==> config.mk <==
export PLATFORM = sky130hd
export DESIGN_NAME = ebl_top
export DESIGN_NICKNAME = d
export VERILOG_FILES = /design/src/ebl_pkg.sv /design/src/ebl_sel_if.sv /design/src/ebl_sync.sv /design/src/ebl_match.sv /design/src/ebl_top.sv
export VERILOG_INCLUDE_DIRS = /design/src
export SDC_FILE = /design/constraint.sdc
export NUM_CORES = 2
export LEC_CHECK = 0
export BUFFER_PORTS_ARGS = -buffer_cell sky130_fd_sc_hd__buf_4
export CAP_MARGIN = 10
export CORE_MARGIN = 1.5
export CORE_UTILIZATION = 59
export CTS_CLUSTER_DIAMETER = 30
export DETAILED_ROUTE_END_ITERATION = 12
export GPL_TIMING_DRIVEN = 0
export HOLD_SLACK_MARGIN = 0.06
export MAX_ROUTING_LAYER = met4
export PLACE_DENSITY = 0.81
export SYNTH_ARGS = -nofsm -noshare
export SYNTH_HDL_FRONTEND = slang
export SYNTH_SLANG_ARGS = --single-unit
==> constraint.sdc <==
create_clock -name mclk -period 3.5 [get_ports mclk]
set_input_delay 0.525 -clock mclk [delete_from_list [all_inputs] [get_ports mclk]]
set_output_delay 0.525 -clock mclk [all_outputs]
set_load 0.005 [all_outputs]
==> src/ebl_consts.svh <==
// Constants for the external bus line burst and chip select block
`ifndef EBL_CONSTS_SVH
`define EBL_CONSTS_SVH

// Timing: bus clock period and system clock period in ns
`define EBL_MCLK_NS       100
`define EBL_BUS_PERIOD_NS 800

// Select control register layout
`define EBL_CTRL_W     10
`define EBL_WS_MSB     3
`define EBL_WS_LSB     0
`define EBL_AA_BIT     4
`define EBL_PW_MSB     6
`define EBL_PW_LSB     5
`define EBL_BEM_BIT    7
`define EBL_BURST_READ_ENABLE_BIT   8
`define EBL_BURST_WRITE_ENABLE_BIT   9

// Port width codes
`define EBL_PW_32      2'h0
`define EBL_PW_8       2'h1
`define EBL_PW_16      2'h2

// Boot select reset values
`define EBL_BOOT_WS    4'hF
`define EBL_BOOT_BEM   1'b1
`define EBL_BOOT_BST   2'h0
`define EBL_GLOBAL_HI  3'h0
`define EBL_STRAP_WAIT 2'h3

// Configuration write kinds
`define EBL_KIND_BASE  2'h0
`define EBL_KIND_MASK  2'h1
`define EBL_KIND_CTRL  2'h2
`define EBL_KIND_FLAGS 2'h3
`define EBL_FLAG_V     0
`define EBL_FLAG_WP    1

`endif

==> src/ebl_pkg.sv <==
// Types for the external bus line burst and chip select block
`default_nettype none
package ebl_pkg;
    typedef enum logic [1:0] {
        ebl_idle = 2'h0,
        ebl_addr = 2'h1,
        ebl_data = 2'h3,
        ebl_end  = 2'h2
    } ebl_state_t;

    typedef struct packed {
        ebl_state_t        state;
        logic [7:0]        cnt;
        logic              clk_o;
        logic              ts_n;
        logic              as_n;
        logic              oe_n;
        logic              dq_oe_n;
        logic              rw;
        logic [2:0]        cs_n;
        logic [3:0]        bs_n;
        logic [31:0]       addr;
        logic [27:0]       line;
        logic [3:0]        off;
        logic [1:0]        start;
        logic [4:0]        beats;
        logic [3:0]        wc;
        logic [3:0]        wsc;
        logic              write;
        logic              aa;
        logic              burst;
        logic [1:0]        pw;
        logic [1:0]        sel;
        logic [127:0]      buff;
        logic [127:0]      rdata;
        logic              done;
        logic              err;
        logic [2:0][15:0]  base;
        logic [2:0][15:0]  mask;
        logic [2:0]        valid;
        logic [2:0]        wp;
        logic [2:0][9:0]   ctrl;
        logic              armed;
        logic [1:0]        strap_cnt;
    } ebl_core_t;
endpackage
`default_nettype wire

==> src/ebl_sel_if.sv <==
// Interface between a chip select register set and its decoder
`default_nettype none
interface ebl_sel_if;
    logic [15:0] base;
    logic [15:0] mask;
    logic        valid;
    logic        wp;
    logic        enable;
    logic        global_mode;
    logic [15:0] addr_hi;
    logic        is_write;
    logic        hit;
    modport cfg   (output base, mask, valid, wp, enable, global_mode, addr_hi, is_write,
                   input hit);
    modport match (input base, mask, valid, wp, enable, global_mode, addr_hi, is_write,
                   output hit);
endinterface
`default_nettype wire

==> src/ebl_sync.sv <==
// Two flip-flop synchroniser for pin inputs
`default_nettype none
module ebl_sync #(
    parameter int W = 1
) (
    // Clock and reset
    input  wire logic         mclk,
    input  wire logic         rst_n,
    // Data
    input  wire logic [W-1:0] d,
    output var  logic [W-1:0] q
);
    logic [W-1:0] meta;

    // First stage feeds only the second stage
    always_ff @(posedge mclk) begin
        if (!rst_n) begin
            meta <= '0;
            q    <= '0;
        end else begin
            meta <= d;
            q    <= meta;
        end
    end
endmodule
`default_nettype wire

==> src/ebl_match.sv <==
// Address decoder for one chip select
`default_nettype none
`include "ebl_consts.svh"
module ebl_match #(
    parameter bit BOOT = 1'b0
) (
    // Select configuration and request address
    ebl_sel_if.match s
);
    // Global mode decodes a fixed 512 Mbyte region from zero and skips protection
    always_comb begin
        if (BOOT && s.global_mode) begin
            s.hit = (s.addr_hi[15:13] == `EBL_GLOBAL_HI);
        end else begin
            s.hit = s.enable && s.valid && !(s.wp && s.is_write)
                    && (((s.addr_hi ^ s.base) & ~s.mask) == 16'h0000);
        end
    end
endmodule
`default_nettype wire

==> src/ebl_top.sv <==
// External bus line burst engine with chip select configuration
`default_nettype none
`include "ebl_consts.svh"

////////////////////////////////////////////////////////////////////////////////
// Functional notes
// - First read beat sampled at the S4 edge, second at the S6 edge.
// - Later beats take one bus clock; last read data may linger two clocks.
// - Address strobe and selected chip select stay asserted through the burst.
// - External termination holds address; internal termination advances per beat.
// - Line reads insert the select's programmed wait states per beat.
// - Write data driven one clock after start, then one beat per clock.
// - Line writes insert the select's programmed wait states per beat.
// - After reset boot select decodes from zero over 512 Mbytes.
// - Global mode ignores write protect and access qualifiers.
// - Boot select wait count resets to F, fifteen wait states.
// - Boot select byte strobe mode resets to one.
// - Boot select burst read and write enables reset to zero.
// - Boot select auto acknowledge and port width come from strap pins.
// - Secondary selects never decode until boot valid has been set.
// - Overlapping select ranges are allowed; lowest numbered select wins.
// - Configuration writes are accepted even while the valid bit is set.
// - Line is 16 aligned bytes, wrapping from the start word.
module ebl_top
    import ebl_pkg::*;
#(
    parameter int MCLK_NS   = `EBL_MCLK_NS,
    parameter int BUS_NS    = `EBL_BUS_PERIOD_NS
) (
    // Clock and reset
    input  wire logic         mclk,
    input  wire logic         rst_n,
    // Line request from the internal master
    input  wire logic         req_valid,
    output var  logic         req_ready,
    input  wire logic         req_write,
    input  wire logic [31:0]  req_addr,
    input  wire logic [127:0] req_wdata,
    output var  logic [127:0] resp_rdata,
    output var  logic         resp_done,
    output var  logic         resp_err,
    // Chip select configuration writes
    input  wire logic         cfg_we,
    input  wire logic [1:0]   cfg_sel,
    input  wire logic [1:0]   cfg_kind,
    input  wire logic [15:0]  cfg_wdata,
    output var  logic         boot_armed,
    output var  logic         burst_busy,
    // External bus pins
    output var  logic         bus_clock_out,
    output var  logic [31:0]  bus_addr,
    output var  logic         bus_rw,
    output var  logic         transfer_start_n,
    output var  logic         address_strobe_n,
    output var  logic [2:0]   chip_select_out_n,
    output var  logic [3:0]   byte_strobe_out_n,
    output var  logic         output_enable_n,
    input  wire logic         transfer_acknowledge_n,
    input  wire logic [31:0]  bus_data_in,
    output var  logic [31:0]  bus_data_out,
    output var  logic         bus_data_oe_n,
    // Boot straps
    input  wire logic [1:0]   boot_strap_pins
);
    // Half period of the bus clock in system clocks, at least one
    localparam int HALF_I = (BUS_NS / (2 * MCLK_NS)) < 1 ? 1 : BUS_NS / (2 * MCLK_NS);
    localparam logic [7:0] HALF = 8'(HALF_I);
    localparam logic [7:0] LAST = 8'(2 * HALF_I - 1);
    // One bus clock in system clocks, for the beat timing check
    localparam int BEAT_GAP = 2 * HALF_I;

    ebl_core_t    r;
    ebl_core_t    next_r;
    logic [34:0]  pin_s;
    logic [31:0]  data_s;
    logic         ta_s;
    logic [1:0]   strap_s;
    logic         rise;
    logic         fall;
    logic [2:0]   hit;
    logic [1:0]   hsel;
    logic [9:0]   hc;
    logic         ack;
    logic [4:0]   bytes;

    ////////////////////////////////////////////////////////////////////////////
    // Pin synchronisers: TA, data and straps all come from outside
    ebl_sync #(.W(35)) u_sync (
        .mclk  (mclk),
        .rst_n (rst_n),
        .d     ({transfer_acknowledge_n, boot_strap_pins, bus_data_in}),
        .q     (pin_s)
    );
    assign ta_s    = !pin_s[34];
    assign strap_s = pin_s[33:32];
    assign data_s  = pin_s[31:0];

    ////////////////////////////////////////////////////////////////////////////
    // Chip select decoders; lowest index wins on overlap
    ebl_sel_if sif[3] ();
    for (genvar i = 0; i < 3; i++) begin : g_sel
        assign sif[i].base        = r.base[i];
        assign sif[i].mask        = r.mask[i];
        assign sif[i].valid       = r.valid[i];
        assign sif[i].wp          = r.wp[i];
        assign sif[i].enable      = (i == 0) || r.armed;
        assign sif[i].global_mode = !r.armed;
        assign sif[i].addr_hi     = req_addr[31:16];
        assign sif[i].is_write    = req_write;
        assign hit[i]             = sif[i].hit;
        ebl_match #(.BOOT(i == 0)) u_match (
            .s (sif[i].match)
        );
    end

    // Overlaps are not refused, a fixed priority picks one
    assign hsel = hit[0] ? 2'h0 : (hit[1] ? 2'h1 : 2'h2);
    assign hc   = r.ctrl[hsel];

    ////////////////////////////////////////////////////////////////////////////
    // Bus clock phases and acknowledge source
    assign rise  = (r.cnt == LAST);
    assign fall  = (r.cnt == HALF - 8'h01);
    assign ack   = r.aa ? (r.wc == 4'h0) : ta_s;
    assign bytes = (r.pw == `EBL_PW_32) ? 5'h04 : ((r.pw == `EBL_PW_8) ? 5'h01 : 5'h02);
    assign req_ready = (r.state == ebl_idle) && rise;

    // Next state of the whole block
    always_comb begin
        next_r      = r;
        next_r.done = 1'b0;
        next_r.err  = 1'b0;
        next_r.cnt  = rise ? 8'h00 : r.cnt + 8'h01;
        if (rise) begin
            next_r.clk_o = 1'b1;
        end else if (fall) begin
            next_r.clk_o = 1'b0;
        end
        // Straps are re-read until the synchroniser has settled
        if (r.strap_cnt != 2'h0) begin
            next_r.strap_cnt                        = r.strap_cnt - 2'h1;
            next_r.ctrl[0][`EBL_AA_BIT]             = strap_s[1];
            next_r.ctrl[0][`EBL_PW_MSB:`EBL_PW_LSB] = strap_s[0] ? `EBL_PW_16 : `EBL_PW_32;
        end
        // Configuration writes land whatever the valid bit says
        if (cfg_we && cfg_sel != 2'h3) begin
            case (cfg_kind)
                `EBL_KIND_BASE: next_r.base[cfg_sel] = cfg_wdata;
                `EBL_KIND_MASK: next_r.mask[cfg_sel] = cfg_wdata;
                `EBL_KIND_CTRL: next_r.ctrl[cfg_sel] = cfg_wdata[`EBL_CTRL_W-1:0];
                default: begin
                    next_r.valid[cfg_sel] = cfg_wdata[`EBL_FLAG_V];
                    next_r.wp[cfg_sel]    = cfg_wdata[`EBL_FLAG_WP];
                    if (cfg_sel == 2'h0 && cfg_wdata[`EBL_FLAG_V]) begin
                        next_r.armed = 1'b1;
                    end
                end
            endcase
        end
        case (r.state)
            ebl_idle: begin
                if (req_valid && rise) begin
                    if (hit == 3'h0) begin
                        next_r.err = 1'b1;
                    end else begin
                        next_r.state = ebl_addr;
                        next_r.sel   = hsel;
                        next_r.write = req_write;
                        next_r.aa    = hc[`EBL_AA_BIT];
                        next_r.pw    = hc[`EBL_PW_MSB:`EBL_PW_LSB];
                        next_r.wsc   = hc[`EBL_WS_MSB:`EBL_WS_LSB];
                        next_r.burst = req_write ? hc[`EBL_BURST_WRITE_ENABLE_BIT] : hc[`EBL_BURST_READ_ENABLE_BIT];
                        next_r.bs_n  = (hc[`EBL_BEM_BIT] || req_write) ? 4'h0 : 4'hF;
                        next_r.line  = req_addr[31:4];
                        next_r.start = req_addr[3:2];
                        next_r.off   = {req_addr[3:2], 2'h0};
                        next_r.addr  = {req_addr[31:2], 2'h0};
                        next_r.beats = (hc[`EBL_PW_MSB:`EBL_PW_LSB] == `EBL_PW_32) ? 5'h04 :
                                       ((hc[`EBL_PW_MSB:`EBL_PW_LSB] == `EBL_PW_8) ? 5'h10
                                                                                  : 5'h08);
                        // Rotate so the start word leaves first
                        next_r.buff  = 128'({req_wdata, req_wdata} >> {req_addr[3:2], 5'h00});
                        next_r.rw    = !req_write;
                        next_r.ts_n  = 1'b0;
                    end
                end
            end
            ebl_addr: begin
                if (fall) begin
                    next_r.as_n = 1'b0;
                    next_r.cs_n = ~(3'h1 << r.sel);
                    next_r.oe_n = r.write;
                end
                if (rise) begin
                    next_r.ts_n  = 1'b1;
                    next_r.state = ebl_data;
                    next_r.wc    = r.wsc;
                    if (r.write) begin
                        next_r.dq_oe_n = 1'b0;
                    end
                end
            end
            ebl_data: begin
                if (rise) begin
                    if (!ack) begin
                        next_r.wc = r.wc - 4'h1;
                    end else begin
                        // Beat taken: one bus clock each once acknowledged
                        if (r.write) begin
                            next_r.buff = r.buff >> {bytes, 3'h0};
                        end else if (r.pw == `EBL_PW_32) begin
                            next_r.buff = {data_s, r.buff[127:32]};
                        end else if (r.pw == `EBL_PW_8) begin
                            next_r.buff = {data_s[7:0], r.buff[127:8]};
                        end else begin
                            next_r.buff = {data_s[15:0], r.buff[127:16]};
                        end
                        next_r.beats = r.beats - 5'h01;
                        next_r.wc    = r.wsc;
                        next_r.off   = r.off + bytes[3:0];
                        if (r.aa && r.burst) begin
                            next_r.addr = {r.line, r.off + bytes[3:0]};
                        end
                        if (r.beats == 5'h01 || !r.burst) begin
                            next_r.state = ebl_end;
                        end
                    end
                end
            end
            ebl_end: begin
                if (fall) begin
                    next_r.as_n = 1'b1;
                    next_r.cs_n = 3'h7;
                    next_r.oe_n = 1'b1;
                    next_r.bs_n = 4'hF; // Byte strobes drop with the selects
                end
                if (rise) begin
                    next_r.dq_oe_n = 1'b1;
                    if (r.beats != 5'h00) begin
                        // Burst-inhibited line: a fresh basic cycle per beat
                        next_r.state = ebl_addr;
                        next_r.ts_n  = 1'b0;
                        next_r.bs_n  = (r.ctrl[r.sel][`EBL_BEM_BIT] || r.write) ? 4'h0 : 4'hF;
                        if (r.aa) begin
                            next_r.addr = {r.line, r.off};
                        end
                    end else begin
                        next_r.state = ebl_idle;
                        next_r.done  = 1'b1;
                        next_r.addr  = {r.line, r.start, 2'h0};
                        next_r.rdata = 128'({r.buff, r.buff} >> {~r.start + 2'h1, 5'h00});
                    end
                end
            end
            default: next_r.state = ebl_idle;
        endcase
    end

    ////////////////////////////////////////////////////////////////////////////
    // State register; boot select comes up in global mode
    always_ff @(posedge mclk) begin
        if (!rst_n) begin
            r                                     <= '0;
            r.ts_n                                <= 1'b1;
            r.as_n                                <= 1'b1;
            r.oe_n                                <= 1'b1;
            r.dq_oe_n                             <= 1'b1;
            r.rw                                  <= 1'b1;
            r.cs_n                                <= 3'h7;
            r.bs_n                                <= 4'hF;
            r.ctrl[0][`EBL_WS_MSB:`EBL_WS_LSB]    <= `EBL_BOOT_WS;
            r.ctrl[0][`EBL_BEM_BIT]               <= `EBL_BOOT_BEM;
            r.ctrl[0][`EBL_BURST_WRITE_ENABLE_BIT:`EBL_BURST_READ_ENABLE_BIT] <= `EBL_BOOT_BST;
            r.strap_cnt                           <= `EBL_STRAP_WAIT;
        end else begin
            r <= next_r;
        end
    end

    // Pin and status outputs straight from the state
    assign bus_clock_out     = r.clk_o;
    assign bus_addr          = r.addr;
    assign bus_rw            = r.rw;
    assign transfer_start_n  = r.ts_n;
    assign address_strobe_n  = r.as_n;
    assign chip_select_out_n = r.cs_n;
    assign byte_strobe_out_n = r.bs_n;
    assign output_enable_n   = r.oe_n;
    assign bus_data_out      = r.buff[31:0];
    assign bus_data_oe_n     = r.dq_oe_n;
    assign resp_rdata        = r.rdata;
    assign resp_done         = r.done;
    assign resp_err          = r.err;
    assign boot_armed        = r.armed;
    assign burst_busy        = (r.state != ebl_idle);
endmodule
`default_nettype wire

== Yosys cells after proc, flatten, opt, wreduce, memory -nomap -nowiden ==
Index checks and enable logic that the tools add are counted.

* Register bits: 572
* Input port bits: 220
* Output and inout bits: 210
* Logic and storage cells: 248

* $add $sub $neg: 6
* Magnitude comparators: 4
* Equal/unequal tests: 24
* Shifts and indexed selects: 4
* Mux-type cells: 87
* Bitwise gates (word level): 15
* Reduce and logical (&&, ||, !) cells: 66

{| class="wikitable"
|+ Operator list
! operator !! number
|-
| 128-bit 2-to-1 mux || 7
|-
| 256-bit by 7-bit right shift with 128-bit output || 2
|-
| 128-bit one-hot mux with 2 select lines || 1
|-
| 32-bit 2-to-1 mux || 5
|-
| 75-bit 2-to-1 mux || 2
|-
| 128-bit by 6-bit right shift with 128-bit output || 1
|-
| 48-bit bitwise mux || 2
|-
| 32-bit one-hot mux with 3 select lines || 1
|-
| 16-bit bitwise AND || 3
|-
| 16-bit zero test || 3
|-
| 16-bit inverter || 3
|-
| 16-bit XOR || 3
|-
| 10-bit binary-select mux with 2-bit select || 2
|-
| 36-bit 2-to-1 mux || 1
|-
| 16-bit demux with 2-bit select || 1
|-
| 30-bit bitwise mux || 1
|-
| 4-bit 2-to-1 mux || 7
|-
| 2-bit 2-to-1 mux || 13
|-
| 2-bit inequality test (second input constant) || 12
|-
| 4-bit one-hot mux with 2 select lines || 3
|-
| 3-bit AND reduction || 8
|-
| 10-bit demux with 2-bit select || 1
|-
| 10-bit 2-to-1 mux || 2
|-
| 1-bit 2-to-1 mux || 18
|-
| 48 further kinds || 104
|}

== Logic depth before layout (Yosys ltp) ==
* Depth in word-level cells: 14
* Depth in mapped cells: 13
* Depth with buffers taken out: 9

== Hierarchy ==
Synthesis repeated with hierarchy kept, for this count alone.

* Cells, all modules: 3537
* Area total of the unflattened synthesis: 32039.5 µm²

{| class="wikitable"
|+ By module, submodules not included
! module !! instances !! cells each !! area an instance (µm²) !! seq. area each (µm²)
|-
| ebl_top || 1 || 3296 || 29423.2 || 10049.6
|-
| ebl_sync || 1 || 147 || 1928.1 || 1401.3
|-
| ebl_match at g_sel[1].u_match ... || 2 || 31 || 225.2 || 0.0
|-
| ebl_match at g_sel[0].u_match || 1 || 32 || 237.7 || 0.0
|}

== Worst setup path after synthesis ==
No wires, ideal clock.

* Path kind: reg-to-reg
* Start: register r[396] (netlist name)
* End: register r (netlist bit bus_addr[2])
* Data arrival time: 2482 ps
* Required time: 3358 ps
* Setup slack: 877 ps
* Cell stages (with the launch flop): 11
* Buffers on the path: 3
* Clock period less this slack: 2623 ps
* Cells stage by stage: dfxtp_1 clkbuf_1 clkbuf_1 buf_1 nor2b_1 ha_1 fa_1 xor2_1 a22o_1 a22oi_1 a211oi_2

* Longest elaborated chain between the ends: 8

{| class="wikitable"
|+ Ends and longest elaborated chain
! element !! RTL line !! text
|-
| from (decl) || ebl_top.sv:72 || <nowiki>ebl_core_t r;</nowiki>
|-
| from (signal assigned) || ebl_top.sv:276 || <nowiki>r <= next_r;</nowiki>
|-
| 2-bit by 1-bit == test with 1-bit output (no line) || n/a ||
|-
| 2-bit 2-to-1 mux || ebl_top.sv:125 || <nowiki>assign bytes = (r.pw == `EBL_PW_32) ? 5'h04 : ((r.pw == `EBL_PW_8) ? 5'h01 : 5'h02);</nowiki>
|-
| 3-bit 2-to-1 mux * || ebl_top.sv:125 ||
|-
| 4-bit by 3-bit adder with 4-bit output * || ebl_top.sv:222 || <nowiki>next_r.addr = {r.line, r.off + bytes[3:0]};</nowiki>
|-
| 32-bit 2-to-1 mux * || ebl_top.sv:221 || <nowiki>if (r.aa && r.burst) begin</nowiki>
|-
| 32-bit 2-to-1 mux * || ebl_top.sv:205 || <nowiki>if (!ack) begin</nowiki>
|-
| 32-bit 2-to-1 mux * || ebl_top.sv:204 || <nowiki>if (rise) begin</nowiki>
|-
| 32-bit one-hot mux with 3 select lines * || ebl_top.sv:160 || <nowiki>case (r.state)</nowiki>
|}

Mark *: on every way between the ends. The rest lies on a longest branch, timed or not. The select of a mux whose other input is x is not followed.
A chain may end at the register's enable or synchronous reset.

== Final worst setup path ==
* Start: register r[501] (netlist name)
* End: register r[418] (netlist name)

* Longest elaborated chain between the ends: 3

{| class="wikitable"
|+ Ends and longest elaborated chain
! element !! RTL line
|-
| 2-bit == test or 2-bit zero test (tied branches) || ebl_top.sv:160
|-
| 2-bit inequality test (no line), or another cell as far along || n/a
|-
| 5-bit AND reduction (no line) || n/a
|}

Parallel ways exist; a longest one is shown, timed or not.

==> out/metrics.yaml <==
critPathTopFamily: "buffers and inverters"
holdPathStages: 2
cts_tree: "done"
syn_inst: 3640
gr-total-overflow: 0
synth_cell_types: 69
clkLatencyLatePin_ns: 0.70
critPathSlowestCell: "clkbuf_1"
io_buffers: 398
leakagePower_uw: 0.0144
grt_pass1_wl_um: 204000
crit_fanout: 10
area_delta_synth_final_pct: 26.6
ir_worst_vdd_uv: 510
violations: "negative setup slack"
die-area_um2: 56100
critPathLaunchType: "register"
syn-num-nets: 3869
grt_antenna_before_repair: 13
first_iter_violations: 5039
path_class: "reg -> reg"
ys.flop_type: "dfxtp_1"
coreArea_um2: 53900
worstRegToRegCells: 12
reg2reg_slack_ns: -0.02
status: "finished, violations left"
fin_ws_ns: -0.0165
slew_headroom: 0.166
dp_hpwl_um: 103000
drcViolationCount: 0
wl_per_cell_um: 28.3
hold_path.class: "in -> reg"
setup_viol: 2
path_buf_inv: 5
dpl_cell_area_um2: 36100
cp_cell_sequence: "buf_2 -> and2_1 -> buf_2 -> o21ai_1 -> a31o_2 -> clkbuf_1 -> and3_1 -> a21o_1 -> buf_2 -> buf_2 -> o21ai_0 -> a31oi_1"
grt_max_degree: 20
initial_core_util: 0.598
fin_util: 0.757
vias: 33600
p_total_uw: 20000
maxSlewViolCount: 0
synth_fa_ha_area_frac: 0.00373
syn_avg_cell_area_um2: 8.86
cp-end-kind: "register"
root_buffer: "clkbuf_16"
cts_buffers: 116
die_x_um: 237
period_needed_ns: 3.52
cp.arrival_ns: 4.11
crit_top_cell: "buf_2"
num_rows: 85
firstDrtPassIters: 10
holdWs_ns: 0.0868
ant_nets: 0
period_share: 1.00
cp_data_required_time_ns: 4.10
placedCellCount: 4734
fmax_mhz: 284
die_h_um: 237
synth_compound_area_frac: 0.175
worst_slew_pin_slew_ns: 1.25
synth_top_family_by_area: "multiplexers"
synthSimpleGateAreaFrac: 0.144
synth_edf_count: 0
clkSinkCount: 572
pin_count: 430
ys_seq_area_frac: 0.355
grt_setup_unrepaired: "yes"
clockBufferDepth: 3
drive_gt1_frac: 0.271
maxCapViolCount: 0
async_flop_share: 0
grt_pass1_vias: 32400
synth_mux_area_frac: 0.215
track_usage: 0.505
gp_congestion: 1.07
synth_seq_cells: 572
mappedNetlistArea_um2: 32200
finClkSkew_ns: 0.0602
critical_path.max_stage_delay_ns: 0.60
fin_area_um2: 40800
synth_xor_area_frac: 0.0155
ys_warn_count: 0
timing.rr.end: "r[418]$_SDFFE_PN0P_"
fin_cells: 5001
hp-start: "transfer_acknowledge_n"
clk_pin_slew_ns: 0.05
htreeDepth: 3
holdPathEnd: "u_sync.meta[34]$_SDFF_PN0_"
hold_viol: 0
final_nets: 4418
totalWireLength_um: 142000
power.density_nw_per_um2: 489
rr_startpoint: "r[501]$_SDFFE_PN0P_"
via_per_inst: 6.71
[routing by layer]
layer	GRT usage	routed length (um)	vias to the layer above
met2	0.727	60500	2951
met1	0.610	49700	15900
met3	0.169	20800	798
met4	0.315	10500	0
li1	-	-	13900
met5	-	0	-
[flip-flops by register name, indices dropped and copies added, names as in the netlist]
signal / flops
byte_strobe_out_n: 4
bus_rw: 1
output_enable_n: 1
sif.mask: 48
u_sync.meta: 35
resp_err: 1
bus_addr: 32
boot_armed: 1
transfer_start_n: 1
u_sync.q: 35
resp_done: 1
bus_clock_out: 1
sif.base: 48
chip_select_out_n: 3
bus_data_out: 32
resp_rdata: 128
r: 198
address_strobe_n: 1
bus_data_oe_n: 1
[power breakdown]
| part | switching, uW | leakage, uW | internal (uW) |
|---|---|---|---|
| sequential | 42.2 | 0.00463 | 6590 |
| clock | 4040 | 0.00209 | 7960 |
| combinational | 791 | 0.00769 | 523 |
[cells in the mapped netlist (all sizes together) (7+ instances only)]
| library cell | count | area (um2) |
|---|---|---|
| a211oi | 37 | 413 |
| o22ai | 30 | 188 |
| nand2b | 7 | 43.8 |
| and2 | 73 | 457 |
| ha | 8 | 100 |
| clkbuf | 242 | 911 |
| a311oi | 11 | 96.3 |
| nand3 | 19 | 95.1 |
| nor2 | 124 | 468 |
| a22oi | 41 | 308 |
| buf | 299 | 1980 |
| mux4 | 224 | 5040 |
| o21ai | 39 | 206 |
| mux2 | 22 | 248 |
| nand2 | 864 | 3240 |
| inv | 10 | 37.5 |
| a21oi | 475 | 2380 |
| o211ai | 223 | 1670 |
| xnor2 | 51 | 447 |
| nor3 | 18 | 95.1 |
| dfxtp | 572 | 11500 |
| mux2i | 164 | 1640 |
[placed cells by master (no fill, tap or decap), drive strengths merged, types with 30 or more instances in the layout]
cell         instances
o21ai               39
dlygate4sd3         33
a22oi               41
a21oi              475
xnor2               51
buf                697
nor2               124
mux4               224
clkinv              32
mux2i              164
clkbuf             388
o211ai             223
and2                73
a211oi              37
dfxtp              572
nand2              864
o22ai               30
[metrics by stage]
stage | setup WS [ns] | setup TNS [ns]
after floorplan | 0.877 | 0
after global placement | -0.502 | -0.715
after detailed placement | -0.520 | -1.40
after CTS | 0.00591 | 0
after global routing | -0.0656 | -0.0656
final | -0.0165 | -0.0236
[area by class of cell]
class,instances,area [um2]
antenna,14,35.0
buffer,540,2900
clock buffer,146,3210
clock inverter,74,1100
fill,3803,13100
inverter,11,41.3
multi-input combinational,2516,17900
sequential,572,11500
tap,696,871
timing repair buffer,432,3330
[kinds of logic (layout without fill, tap and decap cells)]
kind of cell / Yosys count / in the layout
XOR/XNOR: 57 / 57
flip-flops: 572 / 572
adder cells (fa/ha/maj): 9 / 9
multiplexers: 410 / 410
AO/OA/AOI/OAI: 900 / 900
AND/OR/NAND/NOR: 1140 / 1140
other: 0 / 14
buffers and inverters: 552 / 1203
[repair_timing]
item | 4_1_cts | 5_1_grt
hold buffers | 33 | 0
buffers inserted | 0 | 0
gates resized for setup | 2 | 8
setup endpoints to repair | 1 | 139
endpoints found under the hold margin | 33 | 0
[worst max path at each step]
| stage | cells past startpoint | startpoint | endpoint | slack [ns] |
|---|---|---|---|---|
| 6_report | 12 | r[501]$_SDFFE_PN0P_ | r[418]$_SDFFE_PN0P_ | -0.02 |
| 5_1_grt | 8 | r[495]$_SDFF_PP0_ | resp_rdata[87]$_SDFFE_PN0P_ | -0.07 |
| 4_1_cts | 8 | r[495]$_SDFF_PP0_ | resp_rdata[87]$_SDFFE_PN0P_ | 0.006 |
| 3_5_place_dp | 10 | r[396]$_SDFFE_PN0P_ | bus_addr[2]$_SDFFE_PN0P_ | -0.52 |
| 3_3_place_gp | 10 | r[396]$_SDFFE_PN0P_ | bus_addr[2]$_SDFFE_PN0P_ | -0.50 |
| 2_1_floorplan | 10 | r[396]$_SDFFE_PN0P_ | bus_addr[2]$_SDFFE_PN0P_ | 0.88 |
(Power assumes the default switching activity.)
